<file path="src/core/cache_maint_map.vh">
// Constants for the cache maintenance error policy block
`ifndef CACHE_MAINT_MAP_VH
`define CACHE_MAINT_MAP_VH

// Ways per cache set
`define CM_WAYS            4
`define CM_WAY_BITS        2

// Error action field values
`define CM_EA_OFF          2'h0
`define CM_EA_CORRECT      2'h1

// Operation codes
`define CM_OP_NONE         4'h0
`define CM_OP_REG_INV      4'h1
`define CM_OP_REG_FLUSH    4'h2
`define CM_OP_REG_FLINV    4'h3
`define CM_OP_TOUCH        4'h4
`define CM_OP_IBLK_INV     4'h5
`define CM_OP_DBLK_INV     4'h6
`define CM_OP_DBLK_STORE   4'h7
`define CM_OP_DBLK_FLUSH   4'h8
`define CM_OP_DBLK_ZERO    4'h9
`define CM_OP_LOCK_SET     4'ha
`define CM_OP_LOCK_CLR     4'hb

`endif

</file>
<file path="src/core/way_error_class.v">
// Per-way classification of tag, lock and dirty state for the policy
`timescale 1ns/1ps
`default_nettype none

module way_error_class (
	// Raw way state
	input  wire       valid,
	input  wire       tag_match,
	input  wire       tag_err,
	input  wire       tag_unc,
	input  wire       locked,
	input  wire       lock_err,
	input  wire       dirty,
	input  wire       dirty_err,
	// Classification
	output wire       clean_hit,
	output wire       err_hit,
	output wire       unc_line,
	output wire       is_dirty,
	output wire       is_locked,
	output wire       clean_unlocked_unc
);

	// An errored tag cannot be trusted as a hit; only a clean tag counts
	assign clean_hit          = valid & tag_match & ~tag_err;
	assign err_hit            = valid & tag_match & tag_err;
	assign unc_line           = valid & tag_unc;
	assign is_dirty           = dirty | dirty_err;
	assign is_locked          = locked | lock_err;
	assign clean_unlocked_unc = unc_line & ~is_dirty & ~is_locked;

endmodule

`default_nettype wire

</file>
<file path="src/core/cache_maint_error_policy.v">
// Maintenance error policy for first-level instruction and data caches
`timescale 1ns/1ps
`default_nettype none
`include "cache_maint_map.vh"

module cache_maint_error_policy (
	// Clock and reset
	input  wire       clk_sys,
	input  wire       reset,
	// Cache control bits
	input  wire       dcache_error_check_enable,
	input  wire       icache_error_check_enable,
	input  wire [1:0] dcache_error_action,
	input  wire [1:0] icache_error_action,
	// Request from the core pipelines
	input  wire       req_valid,
	input  wire [3:0] req_op,
	input  wire       req_icache,
	input  wire       req_cacheable,
	input  wire [1:0] selected_way,
	// Lookup state per way, bit index is the way
	input  wire [3:0] way_valid,
	input  wire [3:0] way_tag_match,
	input  wire [3:0] way_tag_err,
	input  wire [3:0] way_tag_unc,
	input  wire [3:0] way_locked,
	input  wire [3:0] way_lock_err,
	input  wire [3:0] way_dirty,
	input  wire [3:0] way_dirty_err,
	input  wire [3:0] way_data_err,
	// Decided actions, registered
	output reg        act_valid,
	output reg  [3:0] act_op,
	output reg  [3:0] act_invalidate,
	output reg  [3:0] act_writeback,
	output reg  [3:0] act_clear_lock,
	output reg  [3:0] act_set_lock,
	output reg  [3:0] act_zero,
	output reg        act_correct_cycle,
	output reg        act_nop,
	// Machine check event
	output reg        mchk_pulse,
	output reg        mchk_push_parity,
	output reg  [3:0] mchk_op
);

	////////////////////////////////////////////////////////////////////////
	wire [3:0] clean_hit;
	wire [3:0] err_hit;
	wire [3:0] unc_line;
	wire [3:0] is_dirty;
	wire [3:0] is_locked;
	wire [3:0] cu_unc;

	genvar g;
	generate
		for (g = 0; g < `CM_WAYS; g = g + 1) begin : g_way
			way_error_class u_class (
				.valid              (way_valid[g]),
				.tag_match          (way_tag_match[g]),
				.tag_err            (way_tag_err[g]),
				.tag_unc            (way_tag_unc[g]),
				.locked             (way_locked[g]),
				.lock_err           (way_lock_err[g]),
				.dirty              (way_dirty[g]),
				.dirty_err          (way_dirty_err[g]),
				.clean_hit          (clean_hit[g]),
				.err_hit            (err_hit[g]),
				.unc_line           (unc_line[g]),
				.is_dirty           (is_dirty[g]),
				.is_locked          (is_locked[g]),
				.clean_unlocked_unc (cu_unc[g])
			);
		end
	endgenerate

	// One-hot of the way named by the register operation
	function [3:0] way_onehot;
		input [1:0] w;
		begin
			way_onehot = 4'h1 << w;
		end
	endfunction

	////////////////////////////////////////////////////////////////////////
	// Enable and action follow the cache that the request targets
	wire       chk_en   = req_icache ? icache_error_check_enable
	                                 : dcache_error_check_enable;
	wire [1:0] ea       = req_icache ? icache_error_action : dcache_error_action;
	wire       ea_on    = (ea == `CM_EA_CORRECT);
	wire       any_ch   = |clean_hit;
	wire       any_terr = |(way_tag_err & way_valid);
	wire [3:0] sel      = way_onehot(selected_way);
	// Only the selected way is examined by register operations
	wire       s_unc    = |(sel & unc_line);
	wire       s_dirty  = |(sel & is_dirty & way_valid);
	wire       s_derr   = |(sel & way_data_err);
	wire [3:0] unc_dirty = unc_line & is_dirty;
	wire [3:0] unc_lock  = unc_line & is_locked;
	wire [3:0] unc_clean = unc_line & ~is_dirty;

	reg  [3:0] next_inv;
	reg  [3:0] next_wb;
	reg  [3:0] next_clr;
	reg  [3:0] next_set;
	reg  [3:0] next_zero;
	reg        next_corr;
	reg        next_nop;
	reg        next_mchk;
	reg        next_pp;

	always @* begin
		next_inv  = 4'h0;
		next_wb   = 4'h0;
		next_clr  = 4'h0;
		next_set  = 4'h0;
		next_zero = 4'h0;
		next_corr = 1'b0;
		next_nop  = 1'b0;
		next_mchk = 1'b0;
		next_pp   = 1'b0;
		case (req_op)
		`CM_OP_REG_INV: begin
			// Line goes regardless of tag, data or dirty errors
			next_inv = sel;
			next_clr = sel;
		end
		`CM_OP_REG_FLUSH, `CM_OP_REG_FLINV: begin
			if (s_unc && s_dirty) begin
				next_mchk = chk_en;
			end else if (s_unc) begin
				if (req_op == `CM_OP_REG_FLINV) begin
					next_inv = sel;
					next_clr = sel;
				end
			end else begin
				if (s_dirty)
					next_wb = sel;
				next_pp   = chk_en & s_dirty & s_derr;
				next_mchk = next_pp;
				// Push parity keeps the line for a later retry
				if (req_op == `CM_OP_REG_FLINV && !next_pp) begin
					next_inv = sel;
					next_clr = sel;
				end
			end
		end
		`CM_OP_TOUCH: begin
			next_nop = |(unc_line & way_tag_match);
		end
		`CM_OP_IBLK_INV: begin
			// Locked errored hits stay untouched; misses go only when clean, unlocked and uncorrectable under correction
			next_inv  = clean_hit | (err_hit & ~is_locked);
			next_corr = chk_en & ea_on & any_terr;
			// Data errors never matter to an instruction invalidate
			if (next_corr)
				next_inv = next_inv | (cu_unc & ~err_hit);
		end
		`CM_OP_DBLK_INV: begin
			if (any_ch)
				next_inv = clean_hit;
			else
				next_inv = err_hit & ~is_dirty & ~is_locked;
			if (ea_on && chk_en)
				next_inv = next_inv | cu_unc;
		end
		`CM_OP_DBLK_STORE, `CM_OP_DBLK_FLUSH: begin
			if (any_ch) begin
				next_wb = clean_hit & is_dirty;
				if (req_op == `CM_OP_DBLK_FLUSH)
					next_inv = clean_hit;
				next_pp   = chk_en & |(next_wb & way_data_err);
				next_mchk = next_pp;
				// Other bad clean unlocked tags are dropped under 01
				if (ea_on && chk_en)
					next_inv = next_inv | cu_unc;
			end else if (req_cacheable && chk_en) begin
				// Uncached or unchecked misses stay silent
				if (ea_on)
					next_inv = cu_unc;
				if (req_op == `CM_OP_DBLK_STORE)
					next_mchk = |unc_dirty;
				else
					next_mchk = |unc_dirty | |unc_lock;
			end
		end
		`CM_OP_DBLK_ZERO: begin
			if (any_ch) begin
				next_zero = clean_hit;
				if (ea_on && chk_en)
					next_inv = cu_unc;
			end else if (req_cacheable && chk_en) begin
				if (ea_on) begin
					next_inv  = unc_clean;
					next_mchk = |unc_dirty | |(unc_clean & is_locked);
				end else begin
					next_mchk = any_terr | |(way_lock_err & way_valid);
				end
				// A check cancels the whole zeroing
				if (next_mchk)
					next_inv = 4'h0;
			end
		end
		`CM_OP_LOCK_SET, `CM_OP_LOCK_CLR: begin
			if (any_ch) begin
				if (req_op == `CM_OP_LOCK_SET)
					next_set = clean_hit;
				else
					next_clr = clean_hit;
				if (ea_on && chk_en)
					next_inv = cu_unc;
			end else if (req_cacheable && chk_en) begin
				if (req_op == `CM_OP_LOCK_SET) begin
					if (ea_on) begin
						next_inv  = unc_clean;
						next_mchk = |(unc_clean & is_locked) | |unc_dirty;
					end else begin
						next_mchk = any_terr | |(way_lock_err & way_valid);
					end
				end else begin
					if (ea_on) begin
						next_inv  = unc_clean;
						next_mchk = |(unc_clean & is_locked) | |(unc_dirty & is_locked);
					end else begin
						next_mchk = |(way_tag_err & way_valid & is_locked);
					end
				end
			end
		end
		default: begin
			next_nop = 1'b0;
		end
		endcase
		// Disabled checking drops every error report
		if (!chk_en) begin
			next_mchk = 1'b0;
			next_pp   = 1'b0;
		end
	end

	////////////////////////////////////////////////////////////////////////
	// Decisions are registered so the array controllers see stable data
	always @(posedge clk_sys) begin
		if (reset) begin
			act_valid         <= 1'b0;
			act_op            <= `CM_OP_NONE;
			act_invalidate    <= 4'h0;
			act_writeback     <= 4'h0;
			act_clear_lock    <= 4'h0;
			act_set_lock      <= 4'h0;
			act_zero          <= 4'h0;
			act_correct_cycle <= 1'b0;
			act_nop           <= 1'b0;
			mchk_pulse        <= 1'b0;
			mchk_push_parity  <= 1'b0;
			mchk_op           <= `CM_OP_NONE;
		end else begin
			act_valid         <= req_valid;
			act_op            <= req_op;
			act_invalidate    <= req_valid ? next_inv : 4'h0;
			act_writeback     <= req_valid ? next_wb : 4'h0;
			act_clear_lock    <= req_valid ? next_clr : 4'h0;
			act_set_lock      <= req_valid ? next_set : 4'h0;
			act_zero          <= req_valid ? next_zero : 4'h0;
			act_correct_cycle <= req_valid & next_corr;
			act_nop           <= req_valid & next_nop;
			mchk_pulse        <= req_valid & next_mchk;
			mchk_push_parity  <= req_valid & next_pp;
			if (req_valid && next_mchk)
				mchk_op <= req_op;
		end
	end

endmodule

`default_nettype wire

</file>
<file path="config.mk">
export PLATFORM = sky130hd
export DESIGN_NAME = cache_maint_error_policy
export DESIGN_NICKNAME = d
export VERILOG_FILES = /design/src/core/way_error_class.v /design/src/core/cache_maint_error_policy.v
export VERILOG_INCLUDE_DIRS = /design/src /design/src/core
export SDC_FILE = /design/constraint.sdc
export NUM_CORES = 1
export LEC_CHECK = 0
export BUFFER_PORTS_ARGS = -buffer_cell sky130_fd_sc_hd__buf_2
export CAP_MARGIN = 20
export CORE_UTILIZATION = 26
export DETAILED_ROUTE_END_ITERATION = 8
export REMOVE_ABC_BUFFERS = 1
export SYNTH_ARGS = -nofsm -noshare
export SYNTH_HDL_FRONTEND = slang
export SYNTH_SLANG_ARGS = --single-unit
</file>
<file path="constraint.sdc">
create_clock -name clk_sys -period 3.6 [get_ports clk_sys]
set_input_delay 0.36 -clock clk_sys [delete_from_list [all_inputs] [get_ports clk_sys]]
set_output_delay 0.36 -clock clk_sys [all_outputs]
set_load 0.03 [all_outputs]
</file>
; ---- Yosys cells after proc, flatten, opt, wreduce, memory -nomap -nowiden
; Index checks and enable logic that the tools add are counted.
[word_totals]
ff_bits = 33
inputBits = 53
out_inout_bits = 33
elab_cells = 194
[classes]
n_eq_ne = 12
shifts = 1
n_mux = 56
n_bitwise = 88
n_reduce_logical = 25
[op_table]
columns = operator, count
row1 = 4-bit 2-to-1 mux, 28
row2 = 4-bit AND, 19
row3 = 4-bit OR reduction, 14
row4 = 1-bit AND, 33
row5 = 4-bit one-hot mux with 7 select lines, 1
row6 = 1-bit 2-to-1 mux, 22
row7 = 1-bit NOT, 17
row8 = "4-bit by 3-bit equality test with 1-bit output, second input constant", 4
row9 = "4-bit equality test, second input constant", 4
row10 = 4-bit OR, 4
row11 = 4-bit NOT, 3
row12 = 1-bit OR, 12
row13 = 4-bit one-hot mux with 3 select lines, 1
row14 = "4-bit by 2-bit equality test with 1-bit output, second input constant", 2
row15 = 4-bit one-hot mux with 2 select lines, 1
row16 = 2-bit OR reduction, 4
row17 = 1-bit logical AND, 5
row18 = 5-bit OR reduction, 1
row19 = "4-bit by 1-bit equality test with 1-bit output, second input constant", 1
row20 = 1-bit one-hot mux with 4 select lines, 1
row21 = "1-bit by 2-bit left shift with 4-bit output, first input constant", 1
row22 = "2-bit by 1-bit equality test with 1-bit output, second input constant", 1
row23 = 2-bit 2-to-1 mux, 1
row24 = 1-bit one-hot mux with 2 select lines, 1
row25 = 1-bit zero test, 1

; ---- Logic depth before layout (Yosys ltp)
[depth]
ltp_word = 15
mapped_depth = 8
depth_no_buf = 7

; ---- Modules after synthesis
; Synthesis repeated with hierarchy kept, for this count alone.
[hier_totals]
cells_unflattened = 261
hier_area_um2 = 2293.4
[by_module_without_submodules]
columns = mod, instances, cells_each, area_each_um2, seq_area_each_um2
row1 = cache_maint_error_policy, 1, 233, 2113.3, 660.6
row2 = way_error_class, 4, 7, 45.0, 0.0

; ---- Worst setup path before layout
; Ideal clock, no wire load.
[synth_timing]
kind = input -> register
startpoint = input port req_op[0]
endpoint = register mchk_op[0]
setup_ns = 0.097
arrival_ns = 2.001
t_required_ns = 3.503
path_slack_ns = 1.502
cell_stages = 8
n_path_buf = 1
path_cell_list = buf_6 or4b_4 nand2_1 nand2_2 a211oi_2 a311oi_2 and3b_4 o41ai_2
[synth_between]
elab_chain_len = 7
word_cells_on_any_way = 19
classes_between = 7 x eq/ne / 8 x mux / 4 x reduce/logical
[synth_rtl]
columns = element, line_no
row1 = start: declaration, cache_maint_error_policy.v:17  ; input wire [3:0] req_op,
row2 = 4-bit equality test / 4-bit by 3-bit equality test with 1-bit output (equally long branches), cache_maint_error_policy.v:122  ; case (req_op)
row3 = "1-bit 2-to-1 mux, on equally long branches", "cache_maint_error_policy.v:213, cache_maint_error_policy.v:181"
row4 = "1-bit 2-to-1 mux, on equally long branches", "cache_maint_error_policy.v:212, cache_maint_error_policy.v:177"
row5 = "1-bit 2-to-1 mux, on equally long branches", "cache_maint_error_policy.v:205, cache_maint_error_policy.v:168"
row6 = 1-bit one-hot mux with 4 select lines, cache_maint_error_policy.v:122
row7 = 1-bit 2-to-1 mux, cache_maint_error_policy.v:235  ; if (!chk_en) begin
row8 = 1-bit logical AND, cache_maint_error_policy.v:269  ; if (req_valid && next_mchk)
row9 = end signal: assignment, cache_maint_error_policy.v:256  ; mchk_op <= `CM_OP_NONE;
row10 = end signal: assignment, cache_maint_error_policy.v:270  ; mchk_op <= req_op;
row11 = end: declaration, cache_maint_error_policy.v:44  ; output reg [3:0] mchk_op
; Several ways; a longest one is shown, not always the timed one.
; A chain may end at the register's enable or synchronous reset.

; ---- Worst setup path in the final report
[layout_timing]
startpoint = input port req_op[1]
endpoint = register mchk_op[1]
; Same word-level chain as after synthesis.

==> results by group <==
Status
  – Status: completed

GRT
  – Vias in the first global route: 2472
  – Remaining Overflow, GRT: 0
  – Antenna violations before repair: 0
  – GR Util All Layers: 19.2%
  – First-pass GRT wire length: 13000 um
  – Largest net degree at the start of global routing: 15

Routing
  – Residual DRC count: 0
  – Routed Antenna Nets: 0
  – DR pass1 iterations: 5
  – Via count: 2632
  – Vias per inst: 5.60
  – Wire per inst: 18.1 um
  – First DRT Iteration DRCs: 181
  – Detailed Route WL: 8520 um

Yosys
  – Mapped Cells: 283
  – Most common cell in the synthesized netlist: nor2_1
  – Asr flop ratio synth: 0%
  – Synth Cell Area: 0.00224 mm^2
  – Unique cell type count in the Yosys netlist: 58
  – Synthesized area per cell: 7.93 um^2
  – Seq/Total Area, Yosys: 29.4%
  – Yosys top cell by area: dfxtp_1
  – Flops & latches, synth: 33
  – Number of enable flip-flop cells after synthesis: 0
  – Top_reg_cell synth: dfxtp_1
  – Synth top cells by count: nor2_1 (37), dfxtp_1 (33), nand2_1 (33), a21oi_1 (20), nand3_1 (15)
  – Largest cells by area after synthesis: dfxtp_1 (29%), nor2_1 (6.2%), nand2_1 (5.5%)
  – Synth top area share: 29.4%
  – Synth warnings: 0

STA
  – Worst Max-Slew Pin Slew: 910 ps
  – Final Hold Viols: 0
  – Setup TNS: 0 ps
  – Setup slack after layout: 1230 ps
  – Slew HR: 39.3%
  – FMAX: 422 MHz
  – RSZ-0062 raised after global routing: no
  – Final Skew: 0 ps
  – Slew Viols, Final: 0
  – Final worst-path cycle share: 65.9%
  – Crit path time final: 2370 ps
  – # setup viols final: 0

Clock network
  – Clock transition at path regs: 70 ps
  – Clock sink count: 33
  – TritonCTS buffer count: 5
  – Cts repair resizes: 0
  – CTS tree: done
  – Total setup buffers inserted after CTS: 0
  – CTS root buf: clkbuf_8
  – CTS Hold Bufs: 0
  – # H-tree levels: 2
  – Clock Tree Buf Depth: 2
  – Clk Latency, worst-skew pair: 290 ps

Layout
  – Ant. Diodes: 0
  – Cell Count, Final, Fillers Out: 470
  – # nets final: 419
  – Area Overhead vs Synth: 25.7%
  – Layout cells sized above 1: 32.6%
  – Final core occ: 34.0%

Setup path
  – Crit path max-delay family: compound AO/OA/AOI/OAI gates
  – Reg2reg start: mchk_op[1]
  – FF-to-FF End: mchk_op[1]
  – Worst Path Max Fanout: 13
  – Worst setup path endpoint: mchk_op[1]
  – WS Path Type: in -> reg
  – Crit-path slowest cell: nor3_1
  – CP cell instances: buf_2 -> inv_1 -> nor3_1 -> o31ai_1 -> a221oi_1 -> a311oi_2 -> and3b_4 -> o41ai_2
  – Crit path buf inv count: 2
  – CP Capture Type: flop
  – Slowest stage delay, CP: 550 ps
  – Number of cells on the worst reg-to-reg path: 4
  – Critical Path Source Type: input pin
  – WP depth: 8
  – Worst EP arrival: 2560 ps
  – CP startpoint: req_op[1]
  – Reg2Reg Setup Slack: 2510 ps
  – Required @ worst endpoint: 3790 ps

Hold path
  – Min-Delay Path Class: in -> reg

Die
  – Die Y-Extent: 94.9 um
  – Starting Density: 27.0%
  – Die width: 94.9 um
  – Core Region: 0.00830 mm^2
  – Die area: 0.00901 mm^2
  – Ports: 86
  – Site Rows: 33

Placed design
  – RePlAce Congestion: 0.901
  – Hpwl dp: 6820 um
  – Placed cells: 464
  – Pre-CTS WS: 925 ps
  – Number of I/O port buffers: 85

Pwr
  – Leak Pwr: 1.17 nW
  – Peak supply drop: 0.000100 V
  – Pwr Density: 304 mW/mm^2

Flow run
  – MaxCap Viol Count: 0
-- flip-flops by register name, summed over array words and instances, names as in the netlist --
| register | cells |
|---|---|
| act_correct_cycle | 1 |
| act_writeback | 4 |
| mchk_op | 4 |
| act_valid | 1 |
| mchk_push_parity | 1 |
| act_nop | 1 |
| act_invalidate | 4 |
| mchk_pulse | 1 |
| act_zero | 4 |
| act_op | 4 |
| act_set_lock | 4 |
| act_clear_lock | 4 |
-- worst reg2reg max path, stage by stage, from the launching register on --
cell and delay (ps):
dfxtp_1 320, nor2b_1 140, nor2b_1 140, a32oi_1 240, o41ai_2 120
-- per-layer routing --
metal / up-vias / track usage, % / share of wire [%]
met5: - / 0 / 0
met4: 0 / 6.19 / 2.1
met3: 17 / 3.14 / 6.7
met2: 143 / 31.4 / 45
met1: 1234 / 25.6 / 46
li1: 1238 / - / -
-- how the worst min path moves through the flow --
stage	from	end	slack (ps)	cells past startpoint
finish	way_tag_unc[2]	act_nop	380	3
global route	way_tag_unc[2]	act_nop	410	3
CTS	way_tag_unc[2]	act_nop	390	3
detailed placement	mchk_op[0]	mchk_op[0]	640	3
global placement	mchk_op[3]	mchk_op[3]	630	3
floorplan	reset	act_op[0]	430	1
-- stage by stage --
step | hold WS, ps | area (um^2) | power, mW
after floorplan | 427 | 2180 | 0.503
after global routing | 406 | 2820 | 0.892
after global placement | 634 | 2750 | 0.602
final | 375 | 2820 | 0.857
after detailed placement | 641 | 2750 | 0.602
after CTS | 387 | 2820 | 0.857
-- area by class of cell --
cell class / instances / area, um^2
repair buffers: 87 / 440
flip-flops and latches: 33 / 661
inverters: 6 / 22.5
clock buffers: 5 / 68.8
clock inverters: 1 / 5.00
multi-input cells: 233 / 1490
well taps: 105 / 131
fillers: 915 / 5480
-- power by group --
group,switching [mW],total (mW),internal [mW],leakage [nW]
registers,0.00226,0.374,0.372,0.267
clock network,0.133,0.260,0.127,0.0399
logic,0.143,0.222,0.0792,0.863
-- layout by cell type, fill, tap and decap left out, drive strengths merged, types with 6 or more instances in the layout --
cell type  count
nand3         15
nand2         35
nor3           6
dfxtp         33
a32oi         10
a21oi         20
nor2          37
buf           87
nor2b         12
inv            6
o21ai         11
o22ai          6
-- cells by family after synthesis --
kind of cell	after synthesis	share of synthesized area, %
compound gates	86	29.3
simple gates	142	33.9
xor+xnor	1	0.390
flops	33	29.4
mux	4	2.95
buf+inv	17	4.07
Power figures use the tool's default switching activity.
